## src/rtl/tlb_inval_pkg.sv

```systemverilog
// package: constants and types for the translation buffer invalidation block
// assumes a 32-bit linear address and 4-Kbyte base pages
package tlb_inval_pkg;
	localparam int ADDR_W        = 32;
	localparam int SMALL_SHIFT   = 12;  // 4-Kbyte page
	localparam int LARGE2_SHIFT  = 21;  // 2-Mbyte page
	localparam int LARGE4_SHIFT  = 22;  // 4-Mbyte page
	localparam int DEF_ENTRIES   = 8;
	localparam int MAX_ENTRIES   = 64;

	typedef enum logic [1:0] {
		PAGE_SMALL  = 2'b00,
		PAGE_LARGE2 = 2'b01,
		PAGE_LARGE4 = 2'b10
	} page_size_t;

	typedef enum logic [1:0] {
		ST_RUN  = 2'b00,
		ST_WALK = 2'b01
	} walk_state_t;
endpackage

```

## src/rtl/tlb_invalidation_control.sv

```systemverilog
// translation buffer pair (data and instruction) with invalidation and flush logic
// assumes pipeline commands are one-cycle pulses synchronous to clk_sys; walker answers with walkDone
//
// Functional notes
// - page invalidate without a same-cycle flush clears every entry mapping that address; others stay valid
// - page invalidate clears both buffers, regardless of range-mask alignment bits 21:12
// - management interrupt falling edge (high to low) flushes every entry, global ones included
// - base register write flushes non-global entries; globals kept while global enable set
// - large 2/4-Mbyte entries, including at address 0, coexist with small low entries
`timescale 1ns/10ps
module tlb_invalidation_control
	import tlb_inval_pkg::*;
#(
	parameter int ENTRIES = DEF_ENTRIES
) (
	input  wire logic                        clk_sys,
	input  wire logic                        rst,
	input  wire logic                        global_page_enable,
	input  wire logic                        system_mgmt_interrupt_n,
	input  wire logic                        invalidate_page_instr,
	input  wire logic [tlb_inval_pkg::ADDR_W-1:0] invalAddr,
	input  wire logic                        writeBaseReg,
	input  wire logic [9:0]                  rangeMaskLow,
	input  wire logic                        lookupValid,
	input  wire logic                        lookupIsFetch,
	input  wire logic [tlb_inval_pkg::ADDR_W-1:0] lookupAddr,
	input  wire logic                        walkDone,
	input  wire logic [tlb_inval_pkg::ADDR_W-1:0] walkFrame,
	input  wire tlb_inval_pkg::page_size_t   walkSize,
	input  wire logic                        walkGlobal,
	output logic                             lookupHit,
	output logic [tlb_inval_pkg::ADDR_W-1:0] physAddr_r,
	output logic                             walkReq,
	output logic [tlb_inval_pkg::ADDR_W-1:0] walkAddr_r,
	output logic                             walkIsFetch_r
);
	import tlb_inval_pkg::*;

	// refuse sizes that the victim counter and index width cannot serve
	if (ENTRIES < 2 || ENTRIES > MAX_ENTRIES) begin : g_bad_entries
		$error("ENTRIES out of range");
	end

	localparam int IDX_W = $clog2(ENTRIES);

	////////////////////////////////////////////////////////////////
	// entry storage: index 0 is the data buffer, 1 the instruction buffer
	logic [1:0][ENTRIES-1:0]             valid_r;
	logic [1:0][ENTRIES-1:0]             glob_r;
	logic [1:0][ENTRIES-1:0][ADDR_W-1:0] tag_r;
	logic [1:0][ENTRIES-1:0][ADDR_W-1:0] frame_r;
	page_size_t [1:0][ENTRIES-1:0]       size_r;
	logic [1:0][IDX_W-1:0]               victim_r;
	walk_state_t                         state_r;
	logic                                smiPrev_r;

	wire smiEdge   = ~system_mgmt_interrupt_n & smiPrev_r;
	wire flushAll  = smiEdge;
	wire flushBase = writeBaseReg;
	wire selFetch  = lookupIsFetch;

	logic [1:0][ENTRIES-1:0] lkHit;
	logic [1:0][ENTRIES-1:0] invHit;
	logic [1:0][ENTRIES-1:0][ADDR_W-1:0] lkPhys;

	////////////////////////////////////////////////////////////////
	// match per entry; each entry compares on its own page size
	genvar b, e;
	generate
		for (b = 0; b < 2; b++) begin : g_buf
			for (e = 0; e < ENTRIES; e++) begin : g_ent
				wire [ADDR_W-1:0] msk = (size_r[b][e] == PAGE_LARGE4) ? ({ADDR_W{1'b1}} << LARGE4_SHIFT) :
					(size_r[b][e] == PAGE_LARGE2) ? ({ADDR_W{1'b1}} << LARGE2_SHIFT) :
					({ADDR_W{1'b1}} << SMALL_SHIFT);
				assign lkHit[b][e]  = valid_r[b][e] && ((lookupAddr & msk) == (tag_r[b][e] & msk));
				// range-mask bits play no part here, so both buffers clear alike
				assign invHit[b][e] = valid_r[b][e] && ((invalAddr & msk) == (tag_r[b][e] & msk));
				assign lkPhys[b][e] = (frame_r[b][e] & msk) | (lookupAddr & ~msk);
			end
		end
	endgenerate

	logic [ADDR_W-1:0] physSel;
	logic              anyHit;
	always_comb begin
		physSel = '0;
		anyHit  = 1'b0;
		for (int i = 0; i < ENTRIES; i++) begin
			if (lkHit[selFetch][i]) begin
				physSel = lkPhys[selFetch][i];
				anyHit  = 1'b1;
			end
		end
	end

	// any invalidation in flight blocks a hit so the stale translation is never used
	wire busy = flushAll | flushBase | invalidate_page_instr;
	assign lookupHit = lookupValid && anyHit && !busy && state_r == ST_RUN;
	wire missStart = lookupValid && !anyHit && !busy && state_r == ST_RUN;
	assign walkReq = state_r == ST_WALK;
	wire fillBuf = walkIsFetch_r;
	wire unused = ^rangeMaskLow;

	////////////////////////////////////////////////////////////////
	// next valid bits
	logic [1:0][ENTRIES-1:0] validNxt;
	always_comb begin
		for (int k = 0; k < 2; k++) begin
			validNxt[k] = valid_r[k];
			if (flushAll) begin
				validNxt[k] = '0;
			end else if (flushBase) begin
				validNxt[k] = global_page_enable ? (valid_r[k] & glob_r[k]) : '0;
			end else if (invalidate_page_instr) begin
				validNxt[k] = valid_r[k] & ~invHit[k];
			end
		end
	end

	always_ff @(posedge clk_sys) begin
		if (rst) begin
			valid_r       <= '0;
			glob_r        <= '0;
			tag_r         <= '0;
			frame_r       <= '0;
			size_r        <= '{default: PAGE_SMALL};
			victim_r      <= '0;
			state_r       <= ST_RUN;
			smiPrev_r     <= 1'b1;
			physAddr_r    <= '0;
			walkAddr_r    <= '0;
			walkIsFetch_r <= 1'b0;
		end else begin
			smiPrev_r <= system_mgmt_interrupt_n;
			valid_r   <= validNxt;
			if (lookupHit) begin
				physAddr_r <= physSel;
			end
			unique case (state_r)
				ST_RUN: begin
					if (missStart) begin
						state_r       <= ST_WALK;
						walkAddr_r    <= lookupAddr;
						walkIsFetch_r <= lookupIsFetch;
					end
				end
				ST_WALK: begin
					if (walkDone) begin
						state_r    <= ST_RUN;
						physAddr_r <= walkFrame;
						// a fill is dropped whole if any invalidation lands in the same cycle,
						// so a surviving victim is never relabelled with the stale translation
						if (!busy) begin
							valid_r[fillBuf][victim_r[fillBuf]] <= 1'b1;
							glob_r[fillBuf][victim_r[fillBuf]]  <= walkGlobal & global_page_enable;
							tag_r[fillBuf][victim_r[fillBuf]]   <= walkAddr_r;
							frame_r[fillBuf][victim_r[fillBuf]] <= walkFrame;
							size_r[fillBuf][victim_r[fillBuf]]  <= walkSize;
							victim_r[fillBuf] <= (victim_r[fillBuf] == IDX_W'(ENTRIES - 1)) ? '0
								: victim_r[fillBuf] + 1'b1;
						end
					end
				end
			endcase
		end
	end

	////////////////////////////////////////////////////////////////
	// checks
	a_smi_flush_all: assert property (@(posedge clk_sys) disable iff (rst)
		(smiPrev_r && !system_mgmt_interrupt_n) |=> (valid_r == '0))
		else $error("interrupt flush left entries valid");
	a_base_keeps_glob: assert property (@(posedge clk_sys) disable iff (rst)
		(writeBaseReg && !flushAll && global_page_enable) |=> ((valid_r & ~glob_r) == '0))
		else $error("base write left non-global entry");
	a_base_no_glob: assert property (@(posedge clk_sys) disable iff (rst)
		(writeBaseReg && !global_page_enable) |=> (valid_r == '0))
		else $error("base write kept globals with enable clear");
	a_inval_both: assert property (@(posedge clk_sys) disable iff (rst)
		(invalidate_page_instr && state_r == ST_RUN) |=> ((valid_r & $past(invHit)) == '0))
		else $error("page invalidate missed a buffer");
	a_inval_others: assert property (@(posedge clk_sys) disable iff (rst)
		(invalidate_page_instr && !flushAll && !flushBase && state_r == ST_RUN)
		|=> (valid_r == ($past(valid_r) & ~$past(invHit))))
		else $error("page invalidate disturbed other entries");
	a_miss_walks: assert property (@(posedge clk_sys) disable iff (rst)
		(lookupValid && !anyHit && !busy && state_r == ST_RUN) |=> walkReq)
		else $error("miss did not start walk");
	a_no_hit_busy: assert property (@(posedge clk_sys) disable iff (rst)
		busy |-> !lookupHit)
		else $error("hit during invalidation");
	a_base_glob_kept: assert property (@(posedge clk_sys) disable iff (rst)
		(writeBaseReg && !flushAll && global_page_enable)
		|=> (valid_r == ($past(valid_r) & $past(glob_r))))
		else $error("base write lost a global entry");
	a_inval_no_stale: assert property (@(posedge clk_sys) disable iff (rst)
		(invalidate_page_instr ##1 (lookupValid && lookupAddr == $past(invalAddr)))
		|-> !lookupHit)
		else $error("hit on an address just invalidated");

	////////////////////////////////////////////////////////////////
	// walk handshake and refusals
	a_walk_holds: assert property (@(posedge clk_sys) disable iff (rst)
		(walkReq && !walkDone) |=> walkReq)
		else $error("walk request dropped before answer");
	a_walk_ends: assert property (@(posedge clk_sys) disable iff (rst)
		(walkReq && walkDone) |=> !walkReq)
		else $error("walk request stayed after answer");
	a_walk_addr_held: assert property (@(posedge clk_sys) disable iff (rst)
		(walkReq && !walkDone) |=> $stable(walkAddr_r))
		else $error("walk address moved during walk");
	a_miss_addr: assert property (@(posedge clk_sys) disable iff (rst)
		missStart |=> (walkAddr_r == $past(lookupAddr) && walkIsFetch_r == $past(lookupIsFetch)))
		else $error("walk address or buffer wrong");
	a_refuse_walk: assert property (@(posedge clk_sys) disable iff (rst)
		(busy && !walkReq) |=> !walkReq)
		else $error("walk started during invalidation");
	a_hit_no_walk: assert property (@(posedge clk_sys) disable iff (rst)
		lookupHit |=> !walkReq)
		else $error("hit started a walk");
	a_reset_empty: assert property (@(posedge clk_sys)
		(rst ##1 !rst) |-> (valid_r == '0 && !walkReq && !lookupHit))
		else $error("entries valid after reset");
endmodule

```

## config.mk

```make
export PLATFORM = sky130hd
export DESIGN_NAME = tlb_invalidation_control
export DESIGN_NICKNAME = d
export VERILOG_FILES = /design/src/rtl/tlb_inval_pkg.sv /design/src/rtl/tlb_invalidation_control.sv
export SDC_FILE = /design/constraint.sdc
export NUM_CORES = 2
export LEC_CHECK = 0
export BUFFER_PORTS_ARGS = -buffer_cell sky130_fd_sc_hd__buf_2
export CAP_MARGIN = 10
export CORE_MARGIN = 1
export CORE_UTILIZATION = 65
export CTS_CLUSTER_DIAMETER = 50
export DETAILED_ROUTE_END_ITERATION = 12
export PLACE_DENSITY = 0.84
export SETUP_SLACK_MARGIN = 0.15
export SYNTH_ARGS = -nofsm -noshare
export SYNTH_HDL_FRONTEND = slang
export SYNTH_SLANG_ARGS = --single-unit
```

## constraint.sdc

```tcl
create_clock -name clk_sys -period 5.73 [get_ports clk_sys]
set_input_delay 0.2865 -clock clk_sys [delete_from_list [all_inputs] [get_ports clk_sys]]
set_output_delay 0.2865 -clock clk_sys [all_outputs]
set_load 0.01 [all_outputs]
```

Yosys cells after proc, flatten, opt, wreduce, memory -nomap -nowiden:

Index checks and enable logic that the tools add are counted.

* logic and storage cells: 395
* output and inout bits: 67
* register bits after elaboration: 1162

* muxes and demuxes: 91
* add/subtract/negate cells: 1
* equality and inequality tests: 68
* magnitude comparators: 5
* reduce and logical (&&, ||, !) cells: 46
* bitwise logic cells: 125

Operators with widths (count)
* $and A32 B32 Y32: 80
* $bwmux W512: 2
* $eq A32 B32 Y1: 32
* $mux W256: 3
* $not A32 Y32: 16
* $or A32 B32 Y32: 16
* $mux W32: 12
* $mux W22: 16
* $mux W21: 16
* $demux W256 S1: 1
* $demux W32 S3: 1
* $mux W8: 11
* $mux W16: 4
* $logic_and A1 B1 Y1: 40
* $eq A2 B1 Y1 const B: 17
* $and A8 B8 Y8: 4
* $bwmux W32: 1
* $eq A2 B2 Y1 const B: 16
* $bwmux W16: 1
* $demux W16 S1: 1
* $not A8 Y8: 2
* $or A16 B16 Y16: 1
* $mux W3: 4
* $mux W1: 9
* 21 further kinds: 30

Logic depth before layout (Yosys ltp):

* depth after elaboration: 22
* depth in mapped cells: 13

Worst setup path after synthesis:

Ideal clock, no wire load.

* kind: register -> register
* start: register size_r[14] (netlist bit)
* end: register walkAddr_r[10] (netlist bit)
* clock period less this slack: 2.560 ns
* slack: 3.170 ns
* data arrival time: 2.427 ns
* cell stages (with the launch flop): 11
* buffers on the path: 3
* cells stage by stage: dfxtp_1 inv_1 ha_1 buf_1 o41ai_2 a22o_1 buf_2 or4_1 clkbuf_1 o21ai_0 a21oi_1

* word-level cells in the longest chain between the ends: 14

Ends and longest elaborated chain
* start, declared: RTL line tlb_invalidation_control.sv:52 `page_size_t [1:0][ENTRIES-1:0] size_r;`
* start signal, assigned by index: RTL line tlb_invalidation_control.sv:158 `size_r[fillBuf][victim_r[fillBuf]] <= walkSize;`
* $eq A2 B1 Y1: RTL line tlb_invalidation_control.sv:73 `(size_r[b][e] == PAGE_LARGE2) ? ({ADDR_W{1'b1}} << LARGE2_SHIFT) :`
* $mux W21: RTL line tlb_invalidation_control.sv:73
* $mux W22 (*): RTL line tlb_invalidation_control.sv:72 `wire [ADDR_W-1:0] msk = (size_r[b][e] == PAGE_LARGE4) ? ({ADDR_W{1'b1}} << LARGE4_SHIFT) :`
* $and A32 B32 Y32: RTL line tlb_invalidation_control.sv:75 `assign lkHit[b][e] = valid_r[b][e] && ((lookupAddr & msk) == (tag_r[b][e] & msk));`
* $eq A32 B32 Y1 (*): RTL line tlb_invalidation_control.sv:75
* $logic_and A1 B1 Y1 (*): RTL line tlb_invalidation_control.sv:75
* $mux W8 (not written as such) (*) (2 in a row): RTL line tlb_invalidation_control.sv:89 `if (lkHit[selFetch][i]) begin`
* $mux W1 (*): RTL line tlb_invalidation_control.sv:89
* $logic_not A1 Y1 (*): RTL line tlb_invalidation_control.sv:99 `wire missStart = lookupValid && !anyHit && !busy && state_r == ST_RUN;`
* $logic_and A1 B1 Y1 (*) (3 in a row): RTL line tlb_invalidation_control.sv:99
* $reduce_and A2 Y1 (no line) (*)
* end signal, assigned: RTL line tlb_invalidation_control.sv:143 `walkAddr_r <= lookupAddr;`
* end, declared: RTL line tlb_invalidation_control.sv:34 `output logic [tlb_inval_pkg::ADDR_W-1:0] walkAddr_r,`

Every way passes the cells marked *; elsewhere a longest branch is shown, timed or not. The select of a mux whose other input is x is not followed.
A chain may end at the register's enable or synchronous reset.

Worst setup path after layout:

* start: register size_r[2] (netlist bit)
* end: register physAddr_r[9] (netlist bit)

* word-level cells in the longest chain between the ends: 21

Ends and longest elaborated chain
* $eq A2 B1 Y1: RTL line tlb_invalidation_control.sv:73
* $mux W21: RTL line tlb_invalidation_control.sv:73
* $mux W22 (*): RTL line tlb_invalidation_control.sv:72
* $and A32 B32 Y32: RTL line tlb_invalidation_control.sv:75
* $eq A32 B32 Y1: RTL line tlb_invalidation_control.sv:75
* $logic_and A1 B1 Y1: RTL line tlb_invalidation_control.sv:75
* $mux W8 (2 in a row)
* $mux W1 (7 in a row): RTL line tlb_invalidation_control.sv:89
* $logic_and A1 B1 Y1 (3 in a row): RTL line tlb_invalidation_control.sv:98 `assign lookupHit = lookupValid && anyHit && !busy && state_r == ST_RUN;`
* $mux W32 (*): RTL line tlb_invalidation_control.sv:136 `if (lookupHit) begin`
* $mux W32: RTL line tlb_invalidation_control.sv:148 `if (walkDone) begin`
* $mux W32 (*): RTL line tlb_invalidation_control.sv:139 `unique case (state_r)`
* end signal, assigned: RTL line tlb_invalidation_control.sv:137 `physAddr_r <= physSel;`
* end signal, assigned: RTL line tlb_invalidation_control.sv:150 `physAddr_r <= walkFrame;`
* end, declared: RTL line tlb_invalidation_control.sv:32 `output logic [tlb_inval_pkg::ADDR_W-1:0] physAddr_r,`

Marked as above.

==> summary.md <==
| Metric | Value |
|---|---|
| Status | complete, no violations |
| Hold_sp | walkFrame[28] |
| CTS Buffer Depth | 3 |
| # port buffers | about 160 |
| Vias in the first global route | about 38000 |
| Worst Max-Slew Pin Slew | 1.355 ns |
| R2R Path Start | size_r[2] |
| IO Count | between 150 and 200 |
| Total wire length | between 150 and 200 mm |
| Tmin final | slightly above 5 ns |
| Root Buffer | clkbuf_16 |
| Fin nets | 5342 |
| Post-Synthesis Net Count | 5510 |
| Crit end category | flip-flop |
| Synth Instances | between 5000 and 6000 |
| Final setup fails | 0 |
| DRC viols | 0 |
| Avg Inst Size Synth | roughly 7.6 um^2 |
| Pwr dens | ~270 nW/um^2 |
| Worst-path maximum fanout | 27 |
| Post-synth EDFFs | 0 |
| Area grow syn2layout | 8.799% |
| Drt pass-1 iters | 10 |
| CTS sink cnt | 777 |
| Post-route ant nets | 0 |
| GRT Util Overall | 45.36% |
| Clock-pin slew on the worst setup and hold paths | around 0.060 ns |
| CP Class | reg2reg |
| Seq/Total Area, Yosys | 37.88% |
| CP Launch Type | flip-flop |
| Die width | between 200 and 300 um |
| Clock buffer count from CTS | 85 |
| Initial DRC count | ~6000 |
| Number of synthesized register bits | 777 |
| First-pass GRT wire length | about 220 mm |
| Final Cycle Share | 87.72% |
| Post-route setup TNS | 0 ns |
| DR vias | around 40000 |
| Average wire per standard cell | about 25 um |
| Leak | between 15 and 20 nW |
| Multi-input logic area | around 23000 um^2 |
| Die ar. | 64190 um^2 |
| Crit path DAT | about 5.6 ns |
| Highest Clock Rate | 199.0 MHz |
| Starting Density | between 60% and 70% |
| Max-slew violations | 0 |
| Detailed placement HPWL | 88.57 mm |
| Most used DFF post-synth | dfxtp_1 |
| HP Class | in2reg |
| H-tree levels | 3 |
| Post-Syn Area | between 40000 and 50000 um^2 |
| Worst endpoint required time | approximately 6.3 ns |
| Num rows | ~90 |
| Die height | around 250 um |
| TritonCTS clock tree | done |
| Sequential Area | approximately 16000 um^2 |
| Worst slew margin | about a tenth |
| Initial antenna violation count | 5 |
| RePlAce Congestion | about 1.0 |
| Reported max-cap violation count | 0 |
| Synth warn | 0 |
| Share of layout cells above drive strength 1 | 8.741% |
| RSZ-0062 raised after global routing | no |
| CORE AREA | 62050 um^2 |
| Final hold vios | 0 |
| Fraction of registers with async set/reset | 0% |
| Post-synthesis cell type count | 75 |
| Worst skew pair latency | 0.66 ns |
| Max Clock Skew | ~0.023 ns |
| Gr ovfl total | 0 |
| Worst Setup SP | size_r[2] |
| Fill cell count | roughly 4800 |
| Fin util | 72.00% |
| Pin count of the biggest net entering global routing | 210 |
| Worst IR Drop VDD | 0.2135 mV |
| Setup Buffers After CTS | 0 |
| Via density | approximately 6.6 |
## power by group
group	internal [mW]	leakage (nW)	switching (mW)
logic	0.241	7.28	0.590
registers	5.41	6.26	0.0258
clock network	3.39	1.47	2.43
## layout by cell type, fill, tap and decap left out, drive strengths merged, types with 20 or more instances in the layout
master       Yosys  final
nor4            66     66
a211oi          73     73
dlygate4sd3      0     25
nand3          147    147
clkbuf         410    119
a21oi          787    787
o21ai          112    112
a311oi          20     20
mux2            28     28
mux2i          139    139
inv             21     27
nand4          123    123
nand2         1500   1500
buf             99    229
dfxtp          777    777
xnor2          425    425
xor2           212    212
clkinv           0     20
nor2           119    119
nor2b           54     54
## cell usage after synthesis, drive strengths merged, types with 14 or more instances
cell type  number  share of area [%]
nand2        1500                 14
a21oi         787                9.6
dfxtp         777                 38
xnor2         425                9.1
clkbuf        410                3.8
xor2          212                4.5
nand3         147                1.8
mux2i         139                3.4
nand4         123                1.9
nor2          119                1.1
o21ai         112                1.4
buf            99                1.7
a211oi         73                1.3
nor4           66                1.0
nor2b          54               0.82
mux2           28               0.77
inv            21               0.19
a311oi         20               0.46
a221oi         19               0.41
nand3b         19               0.35
o41ai          18               0.61
ha             17               0.52
a2111oi        16               0.36
a31oi          16               0.24
nor3           14               0.17
## logic make-up after synthesis
logic type | count (synthesis) | synth area share (%)
AOI/OAI and AO/OA | 1159 | 16.42
xor gates and xnor gates | 637 | 13.59
adders and majority gates | 17 | 0.5180
buffers and inverters | 530 | 5.722
DFF | 777 | 37.88
muxes | 167 | 4.156
and+or+nand+nor | 2088 | 21.72
## area by class of cell
class,instances,share of cell area (%)
Antenna cell,3,0.01680
Clock buffer,119,5.562
Clock inverter,35,1.145
Inverter,21,0.1764
Multi-Input combinational cell,4068,52.26
Sequential cell,777,34.81
Tap cell,837,2.344
Timing Repair Buffer,254,3.685
## critical path, cell delays in order, from the launching register on
cell           delay [ns]
dfxtp_1              0.33
inv_1                0.05
ha_1                 1.01
nand3b_1             0.43
nand4_1              0.24
nor4_1               0.13
a32oi_1              0.16
buf_4                0.37
nand3_2              0.20
o41ai_4              0.69
buf_12               0.28
nand2_1              0.09
a311oi_1             0.33
dlygate4sd3_1        0.62
## repair_timing
item,in CTS,in global routing
endpoints found under the setup margin,0,0
gates resized for setup,0,0
hold buffers,25,0
hold endpoints to repair,26,0
## per-layer routing
layer / global-route usage, % / vias up / routed length [um]
met5: 0 / - / 0
met4: 36.59 / 0 / 13330
met3: 14.36 / 851 / 22110
met2: 66.60 / 3096 / 62210
met1: 54.43 / 18815 / 52550
li1: - / 17776 / -
## state kept, by name (all words and copies together) (netlist names)
signal	flops
frame_r	320
glob_r	16
physAddr_r	32
size_r	32
smiPrev_r	1
state_r	1
tag_r	320
valid_r	16
victim_r	6
walkAddr_r	32
walkIsFetch_r	1
## through the flow
| step | hold WS (ns) | instance area [um^2] | instances | power [mW] | setup WS, ns |
|---|---|---|---|---|---|
| 3_3_place_gp | 0.4374 | 41420 | 5932 | 6.314 | 1.606 |
| 4_1_cts | 0.007302 | 44670 | 6111 | 12.02 | 1.055 |
| 5_1_grt | 0.04275 | 44680 | 6113 | 12.30 | 0.7447 |
| 2_1_floorplan | 0.3931 | 41070 | 5375 | 6.109 | 3.170 |
| 3_5_place_dp | 0.4439 | 41420 | 5932 | 6.321 | 1.507 |
| 6_report | 0.03124 | 44680 | 6114 | 12.09 | 0.7037 |
## final timing paths
| path | end | slack [ns] | depth (start not counted) |
|---|---|---|---|
| setup / recovery | physAddr_r[9] | 0.70 | 13 |
| hold / removal | frame_r[188] | 0.03 | 3 |
| setup reg to reg | physAddr_r[9] | 0.70 | 13 |
| hold reg to reg | frame_r[254] | 0.45 | 2 |
(Power assumes the default switching activity.)
